**src/logic/dnsl_pkg.sv**
```systemverilog
// constants shared by the nco serial loader
package dnsl_pkg;
  localparam int ACC_W   = 28;
  localparam int PH_W    = 12;
  localparam int DAC_W   = 10;
  localparam int WORD_W  = 16;
  localparam int CTL_W   = 14;
  localparam int SEL_LAT = 8;
  // control register bit positions
  localparam int CB_B28   = 13;
  localparam int CB_HLB   = 12;
  localparam int CB_FREQ_SEL_BIT  = 11;
  localparam int CB_PSEL  = 10;
  localparam int CB_PINSW = 9;
  localparam int CB_RESET = 8;
  localparam int CB_OPEN  = 5;
  localparam int CB_SIGN  = 4;
  localparam int CB_DIV2  = 3;
  localparam int CB_MODE  = 1;
  // address codes in word bits 15:14 and 15:13
  localparam logic [1:0] AD_CTL  = 2'h0;
  localparam logic [1:0] AD_FA   = 2'h1;
  localparam logic [1:0] AD_FB   = 2'h2;
  localparam logic [1:0] AD_PH   = 2'h3;
  localparam logic [13:0] CTL_RST = 14'h0000;
  localparam logic [9:0] DAC_MID  = 10'h0200;
endpackage

```
**src/logic/dnsl_core.sv**
```systemverilog
// nco core with serial loader and axi4-lite status
//
// Decided for this implementation: the AXI4-Lite slave port and the address map.
module dnsl_core
(
  input  wire logic        ref_clk,
  input  wire logic        rst_n,
  input  wire logic        sclk,
  input  wire logic        frame_strobe_n,
  input  wire logic        serial_in,
  input  wire logic        freq_sel_pin,
  input  wire logic        phase_sel_pin,
  input  wire logic        reset_pin,
  input  wire logic        comp_in,
  output logic [9:0]       dac_code,
  output logic             sign_out,
  input  wire logic [3:0]  s_axi_awaddr,
  input  wire logic        s_axi_awvalid,
  output logic             s_axi_awready,
  input  wire logic [31:0] s_axi_wdata,
  input  wire logic [3:0]  s_axi_wstrb,
  input  wire logic        s_axi_wvalid,
  output logic             s_axi_wready,
  output logic [1:0]       s_axi_bresp,
  output logic             s_axi_bvalid,
  input  wire logic        s_axi_bready,
  input  wire logic [3:0]  s_axi_araddr,
  input  wire logic        s_axi_arvalid,
  output logic             s_axi_arready,
  output logic [31:0]      s_axi_rdata,
  output logic [1:0]       s_axi_rresp,
  output logic             s_axi_rvalid,
  input  wire logic        s_axi_rready
);
  // ----------------------------------------
  // input synchronisers, three flops each
  // ----------------------------------------
  logic [2:0] sck_s_r, fs_s_r, sd_s_r, fp_s_r, pp_s_r, rp_s_r, cp_s_r;
  logic sck_q_r, fs_q_r, fp_q_r, pp_q_r, rp_q_r, cp_q_r;
  always_ff @(posedge ref_clk)
  begin
    sck_s_r <= {sck_s_r[1:0], sclk};
    fs_s_r  <= {fs_s_r[1:0], frame_strobe_n};
    sd_s_r  <= {sd_s_r[1:0], serial_in};
    fp_s_r  <= {fp_s_r[1:0], freq_sel_pin};
    pp_s_r  <= {pp_s_r[1:0], phase_sel_pin};
    rp_s_r  <= {rp_s_r[1:0], reset_pin};
    cp_s_r  <= {cp_s_r[1:0], comp_in};
  end
  // accept a level once stages two and three agree
  always_ff @(posedge ref_clk)
  begin
    if (!rst_n)
    begin
      sck_q_r <= 1'b1;
      fs_q_r  <= 1'b1;
      fp_q_r  <= 1'b0;
      pp_q_r  <= 1'b0;
      rp_q_r  <= 1'b0;
      cp_q_r  <= 1'b0;
    end
    else
    begin
      if (sck_s_r[1] == sck_s_r[2]) sck_q_r <= sck_s_r[2];
      if (fs_s_r[1] == fs_s_r[2])   fs_q_r  <= fs_s_r[2];
      if (fp_s_r[1] == fp_s_r[2])   fp_q_r  <= fp_s_r[2];
      if (pp_s_r[1] == pp_s_r[2])   pp_q_r  <= pp_s_r[2];
      if (rp_s_r[1] == rp_s_r[2])   rp_q_r  <= rp_s_r[2];
      if (cp_s_r[1] == cp_s_r[2])   cp_q_r  <= cp_s_r[2];
    end
  end

  // ----------------------------------------
  // serial shifter
  // ----------------------------------------
  logic        sck_fall;
  logic [15:0] shf_r;   // shift register
  logic [3:0]  cnt_r;   // bits in current word
  logic        wdone_r; // one-cycle word pulse
  logic [15:0] word_r;  // completed word
  // falling sclk seen while strobe low
  assign sck_fall = sck_q_r && (sck_s_r[2] == 1'b0)
                    && (sck_s_r[1] == 1'b0) && !fs_q_r;
  // shift on falling edges, flush on strobe high
  always_ff @(posedge ref_clk)
  begin
    if (!rst_n)
    begin
      shf_r   <= 16'h0000;
      cnt_r   <= 4'h0;
      wdone_r <= 1'b0;
      word_r  <= 16'h0000;
    end
    else
    begin
      wdone_r <= 1'b0;
      if (fs_q_r)
        cnt_r <= 4'h0;
      else if (sck_fall)
      begin
        shf_r <= {shf_r[14:0], sd_s_r[2]};
        cnt_r <= cnt_r + 4'h1;
        if (cnt_r == 4'hf)
        begin
          wdone_r <= 1'b1;
          word_r  <= {shf_r[14:0], sd_s_r[2]};
        end
      end
    end
  end

  // ----------------------------------------
  // register writes from words
  // ----------------------------------------
  logic [13:0] ctl_r;
  logic [27:0] fa_r, fb_r;
  logic [11:0] pa_r, pb_r;
  logic [13:0] lsb_hold_r;   // pending b28 low half
  logic        half_r;       // b28 first half stored
  logic [27:0] fw_cur, fw_nxt;
  logic        is_b, use_hi;
  assign is_b = (word_r[15:14] == dnsl_pkg::AD_FB);
  assign fw_cur = is_b ? fb_r : fa_r;
  assign use_hi = ctl_r[dnsl_pkg::CB_HLB];
  assign fw_nxt = ctl_r[dnsl_pkg::CB_B28] ?
                  {word_r[13:0], lsb_hold_r} :
                  (use_hi ? {word_r[13:0], fw_cur[13:0]}
                          : {fw_cur[27:14], word_r[13:0]});
  // decode address bits and update a register
  always_ff @(posedge ref_clk)
  begin
    if (!rst_n)
    begin
      ctl_r      <= dnsl_pkg::CTL_RST;
      fa_r       <= 28'h000_0000;
      fb_r       <= 28'h000_0000;
      pa_r       <= 12'h000;
      pb_r       <= 12'h000;
      lsb_hold_r <= 14'h0000;
      half_r     <= 1'b0;
    end
    else if (wdone_r)
    begin
      unique case (word_r[15:14])
        dnsl_pkg::AD_CTL: ctl_r <= word_r[13:0];
        dnsl_pkg::AD_PH:
          if (word_r[13]) pb_r <= word_r[11:0];
          else            pa_r <= word_r[11:0];
        default:
          if (ctl_r[dnsl_pkg::CB_B28] && !half_r)
          begin
            lsb_hold_r <= word_r[13:0];
            half_r     <= 1'b1;
          end
          else
          begin
            half_r <= 1'b0;
            if (is_b) fb_r <= fw_nxt;
            else      fa_r <= fw_nxt;
          end
      endcase
    end
  end

  // ----------------------------------------
  // nco datapath, eight-stage select latency
  // ----------------------------------------
  logic freq_sel_bit, psel, nco_rst;
  logic [7:0] fdly_r, pdly_r;
  assign freq_sel_bit = ctl_r[dnsl_pkg::CB_PINSW] ? fp_q_r
                : ctl_r[dnsl_pkg::CB_FREQ_SEL_BIT];
  assign psel = ctl_r[dnsl_pkg::CB_PINSW] ? pp_q_r
                : ctl_r[dnsl_pkg::CB_PSEL];
  assign nco_rst = rp_q_r || ctl_r[dnsl_pkg::CB_RESET];
  always_ff @(posedge ref_clk)
  begin
    if (!rst_n)
    begin
      fdly_r <= 8'h00;
      pdly_r <= 8'h00;
    end
    else
    begin
      fdly_r <= {fdly_r[6:0], freq_sel_bit};
      pdly_r <= {pdly_r[6:0], psel};
    end
  end
  logic [27:0] acc_r;
  logic [11:0] ph_r;
  logic [9:0]  amp;
  logic [11:0] poff;
  // offset added to top 12 bits
  assign poff = pdly_r[7] ? pb_r : pa_r;
  function automatic logic [9:0] dnsl_sine(input logic [11:0] p);
    logic [10:0] q;
    logic [21:0] sq;
    logic [9:0]  m;
    q  = p[10] ? (11'h400 - {1'b0, p[9:0]}) : {1'b0, p[9:0]};
    sq = q * q;
    m  = 10'(({11'h000, q} * 22'd3 / 22'd2 - sq[21:11]) >> 1);
    return p[11] ? 10'(10'h200 - m) : 10'(10'h200 + m - 10'h001 * m[9]);
  endfunction
  assign amp = dnsl_sine(ph_r);
  always_ff @(posedge ref_clk)
  begin
    if (!rst_n || nco_rst)
    begin
      acc_r    <= 28'h000_0000;
      ph_r     <= 12'h000;
      dac_code <= dnsl_pkg::DAC_MID;
      sign_out <= 1'b0;
    end
    else
    begin
      acc_r <= acc_r + (fdly_r[7] ? fb_r : fa_r);
      ph_r  <= acc_r[27:16] + poff;
      if (ctl_r[dnsl_pkg::CB_OPEN] || !ctl_r[dnsl_pkg::CB_MODE])
        dac_code <= amp;
      else
        dac_code <= ph_r[11] ? ~ph_r[10:1] : ph_r[10:1];
      // comparator or msb to sign pin
      if (!ctl_r[dnsl_pkg::CB_OPEN])
        sign_out <= 1'b0;
      else if (ctl_r[dnsl_pkg::CB_SIGN])
        sign_out <= cp_q_r;
      else
        sign_out <= ph_r[11];
    end
  end

  // ----------------------------------------
  // axi4-lite status slave, read only
  // ----------------------------------------
  logic aw_r, w_r;
  assign s_axi_awready = !aw_r && !s_axi_bvalid;
  assign s_axi_wready  = !w_r && !s_axi_bvalid;
  assign s_axi_arready = !s_axi_rvalid;
  // writes answered slverr, reads give state
  always_ff @(posedge ref_clk)
  begin
    if (!rst_n)
    begin
      aw_r <= 1'b0;
      w_r <= 1'b0;
      s_axi_bvalid <= 1'b0;
      s_axi_bresp <= 2'h0;
      s_axi_rvalid <= 1'b0;
      s_axi_rdata <= 32'h0000_0000;
      s_axi_rresp <= 2'h0;
    end
    else
    begin
      if (s_axi_awvalid && s_axi_awready) aw_r <= 1'b1;
      if (s_axi_wvalid && s_axi_wready) w_r <= 1'b1;
      if (aw_r && w_r && !s_axi_bvalid)
      begin
        s_axi_bvalid <= 1'b1;
        s_axi_bresp <= 2'h2;
        aw_r <= 1'b0;
        w_r <= 1'b0;
      end
      else if (s_axi_bvalid && s_axi_bready)
        s_axi_bvalid <= 1'b0;
      if (s_axi_arvalid && s_axi_arready)
      begin
        s_axi_rvalid <= 1'b1;
        s_axi_rresp <= 2'h0;
        unique case (s_axi_araddr[3:2])
          2'h0: s_axi_rdata <= {18'h0_0000, ctl_r};
          2'h1: s_axi_rdata <= {4'h0, acc_r};
          2'h2: s_axi_rdata <= {20'h0_0000, ph_r};
          2'h3: s_axi_rdata <= {22'h00_0000, dac_code};
        endcase
      end
      else if (s_axi_rvalid && s_axi_rready)
        s_axi_rvalid <= 1'b0;
    end
  end

  // ----------------------------------------
  // assertions
  // ----------------------------------------
  AST_WRAP: assert property (@(posedge ref_clk) disable iff (!rst_n)
    !$past(nco_rst) && !nco_rst |-> acc_r == 28'($past(acc_r) + $past(fdly_r[7] ? fb_r : fa_r)))
    else $error("accumulator step wrong");
  AST_MID: assert property (@(posedge ref_clk) disable iff (!rst_n)
    nco_rst |=> dac_code == dnsl_pkg::DAC_MID)
    else $error("reset not midscale");
  AST_SIGN: assert property (@(posedge ref_clk) disable iff (!rst_n)
    !nco_rst && ctl_r[dnsl_pkg::CB_OPEN] && ctl_r[dnsl_pkg::CB_SIGN] |=> sign_out == $past(cp_q_r))
    else $error("comparator not routed");
  AST_SHORT: assert property (@(posedge ref_clk) disable iff (!rst_n)
    fs_q_r |=> !wdone_r)
    else $error("word after strobe high");
  COV_WORD: cover property (@(posedge ref_clk) wdone_r);
  COV_B28: cover property (@(posedge ref_clk) wdone_r && half_r);
  COV_SIGN: cover property (@(posedge ref_clk) sign_out);
endmodule

```
**config.mk**
```make
export PLATFORM = sky130hd
export DESIGN_NAME = dnsl_core
export DESIGN_NICKNAME = d
export VERILOG_FILES = /design/src/logic/dnsl_pkg.sv /design/src/logic/dnsl_core.sv
export SDC_FILE = /design/constraint.sdc
export NUM_CORES = 1
export LEC_CHECK = 0
export ABC_AREA = 1
export BUFFER_PORTS_ARGS = -buffer_cell sky130_fd_sc_hd__buf_2
export CAP_MARGIN = 25
export CORE_UTILIZATION = 48
export CTS_CLUSTER_DIAMETER = 150
export DETAILED_ROUTE_END_ITERATION = 10
export PLACE_DENSITY_LB_ADDON = 0.15
export SKIP_CTS_REPAIR_TIMING = 1
export SLEW_MARGIN = 20
export SYNTH_ARGS = -nofsm -noshare
export SYNTH_HDL_FRONTEND = slang
export SYNTH_SLANG_ARGS = --single-unit
```
**constraint.sdc**
```tcl
create_clock -name ref_clk -period 12.42 [get_ports ref_clk]
set_input_delay 0.621 -clock ref_clk [delete_from_list [all_inputs] [get_ports ref_clk]]
set_output_delay 0.621 -clock ref_clk [all_outputs]
set_load 0.02 [all_outputs]
```
==> impl_metrics.json <==
{
  "power.switching_mw": 0.489,
  "synth-xor-area-share_pct": 1.98,
  "fin_tns_setup_ns": 0,
  "gp_congestion": 0.910,
  "synth_top_area_cell": "dfxtp_1",
  "end_kind": "register",
  "clockBufferDepth": 3,
  "crit_fanout": 11,
  "die_h_um": 189,
  "numCtsBuffers": 29,
  "overflow": 0,
  "synth_area_um2": 16700,
  "syn_to_final_growth_pct": 10.1,
  "ys.flop_type": "dfxtp_1",
  "first_pass_iters": 5,
  "synth_common_cells": "inv_1, nor2_1, dfxtp_1",
  "grt_pass1_vias": 13500,
  "grtUsageTotal_pct": 24.9,
  "cp_slowest_stage_delay_ns": 0.55,
  "clock-root-buffer": "clkbuf_16",
  "yosysMostFrequentCell": "inv_1",
  "final_area_um2": 18400,
  "max_freq_mhz": 94.4,
  "slew_viol_final": 0,
  "worst_pin_slew_ns": 1.03,
  "io_buffers": 60,
  "n_fill_cell": 3283,
  "async_reset_ff_share_pct": 0,
  "pwr-share-seq_pct": 45.4,
  "critical_path_class": "register to register",
  "setup_viol": 0,
  "cp.arrival_ns": 11.05,
  "hold_depth": 1,
  "hold_violations": 0,
  "regArea_um2": 5450,
  "cp-start-kind": "register",
  "clk_pin_slew_ns": 0.07,
  "yosysSeqAreaShare_pct": 32.6,
  "rsz0062_at_grt": "no",
  "synth-seq-cells": 272,
  "synth-edff-count": 0,
  "num-nets-final": 2517,
  "synth_area_per_cell_um2": 7.48,
  "synth.top_cells.by_area": "dfxtp_1, ha_1, fa_1",
  "multi_input_area_um2": 9700,
  "grt_pass1_wl_um": 70900,
  "slew_headroom_pct": 31.3,
  "hold_class": "primary input to register",
  "synth_top_area_share_pct": 32.6,
  "yosys.area_share.adder_pct": 18.5,
  "combPwrFrac_pct": 7.8,
  "cts.htree.levels": 1,
  "ant_nets": 0,
  "drc_errors": 0,
  "rows": 67,
  "drtIter0Drc": 893,
  "worstRegToRegCells": 57,
  "antenna_found_initial": 1,
  "place_worst_setup_slack_ns": 1.81,
  "clockPowerShare_pct": 46.8,
  "cp_slowest_cell": "fa_1",
  "vias": 14500,
  "met1_usage_pct": 33.4,
  "dpl.hpwl_um": 32900,
  "swShare_pct": 24.5,
  "grt_use_met2_pct": 42.4,
  "drive_gt1_share_pct": 7.15,
  "synth.distinct_cells": 57,
  "fp.dieArea_um2": 35600,
  "synth_simple_gate_area_share_pct": 16.1,
  "tritoncts": "built",
  "synth_compound_area_share_pct": 21.2,
  "insertion_delay_ns": 0.58,
  "final_util_pct": 54.3,
  "core_area_um2": 33900,
  "viasPerCell": 5.30,
  "p_per_area_nw_per_um2": 108,
  "outcome": "complete, no violations",
  "synthCells": 2233,
  "placed_area_um2": 17300,
  "grt.busiest_layer": "met2",
  "muxShareOfSynthArea_pct": 0,
  "met3_usage_pct": 2.70,
  "cts.sinks": 272,
  "p_int_mw": 1.50,
  "die_w_um": 189,
  "vdd_ir_drop_max_uv": 111,
  "finalWorstSetupSlack_ns": 1.83,
  "wl_per_cell_um": 16.2,
  "start_util_pct": 49.3,
  "cpMostUsedCell": "inv_1",
  "yosys_warnings": 0,
  "power.leakage_nw": 8.71,
  "grt_max_degree": 116,
  "cp.required_ns": 12.88,
  "power_mw": 1.99,
  "clock_skew_ns": 0.0229,
  "cap_violations": 0,
  "wl_um": 44200,
  "post-route-period-util_pct": 85.3,
  "min_period_ns": 10.59,
  "synth_top_family_by_area": "compound AO/OA/AOI/OAI gates",
  "io_pins": 110
}
worst paths after layout:
path | slack (ns) | end | from
setup / recovery | 1.83 | dac_code[9] | ph_r[0]
hold reg to reg | 0.33 | cp_s_r[1] | cp_s_r[0]
hold / removal | 0.14 | sd_s_r[0] | serial_in
setup reg to reg | 1.83 | dac_code[9] | ph_r[0]
cell families after synthesis:
kind of cell | count (synthesis)
and+or+nand+nor | 656
AOI/OAI and AO/OA | 641
buffers and inverters | 422
DFF | 272
adders and majority gates | 204
xor gates and xnor gates | 36
other | 2
layout by cell type (no fill, tap or decap), types with 6 or more instances in the layout:
master and instances:
nand4_1 6, nand2_2 9, a221oi_1 12, a21oi_1 251
conb_1 15, a22oi_1 14, clkbuf_8 8, a31oi_1 18
o22ai_1 12, nor2_1 294, a211oi_1 16, clkbuf_16 29
xor2_1 23, dfxtp_1 272, o21a_1 17, xnor2_1 11
buf_2 59, o21ai_0 263, ha_1 132, inv_1 318
nor3_1 25, nand2_1 256, nand3_1 43, fa_1 71
o21bai_1 8, buf_4 13
worst max-delay path: cells and delay by family, from the launching register on:
| family | cells | cell delay [ns] |
|---|---|---|
| simple gates | 23 | 3.00 |
| buf+inv | 14 | 1.46 |
| fa+ha+maj | 11 | 4.26 |
| xor+xnor | 1 | 0.11 |
| compound gates | 8 | 1.31 |
| flops | 1 | 0.35 |
cell type report:
cell class | instances | share of cell area (%)
Sequential cell | 272 | 29.6
Multi-Input combinational cell | 1552 | 52.7
Tap cell | 448 | 3.05
Antenna cell | 1 | 0.0136
Clock buffer | 42 | 4.64
Inverter | 327 | 6.67
Timing Repair Buffer | 74 | 2.30
Clock inverter | 12 | 1.01
routing by layer:
layer | part of all wire (%) | vias to the layer above
li1 | - | 7358
met1 | 46 | 6733
met2 | 47 | 307
met3 | 4.5 | 59
met4 | 2.3 | 0
met5 | 0 | -
stage by stage:
step / hold slack, ns / cells
floorplan: 0.310 / 2246
global placement: 0.311 / 2670
detailed placement: 0.312 / 2670
CTS: 0.122 / 2724
global route: 0.119 / 2728
finish: 0.138 / 2728
power by group through the flow:
stage / sequential [mW] / combinational (mW) / clock [mW]
final: 0.905 / 0.156 / 0.932
after global routing: 0.905 / 0.176 / 0.986
after floorplan: 0.928 / 0.103 / 0
after global placement: 0.924 / 0.153 / 0
after detailed placement: 0.924 / 0.155 / 0
after CTS: 0.905 / 0.156 / 0.950
sequential cells by signal, indices dropped and copies added, names as in the netlist, 4 cells and up:
signal and flops:
s_axi_rdata 28, ph_r 12, word_r 16, shf_r 15
fdly_r 8, lsb_hold_r 14, dac_code 10, fa_r 28
pb_r 12, cnt_r 4, fb_r 28, ctl_r 14
pdly_r 8, pa_r 12, acc_r 28
No activity file was read; power rests on OpenSTA's default activity.
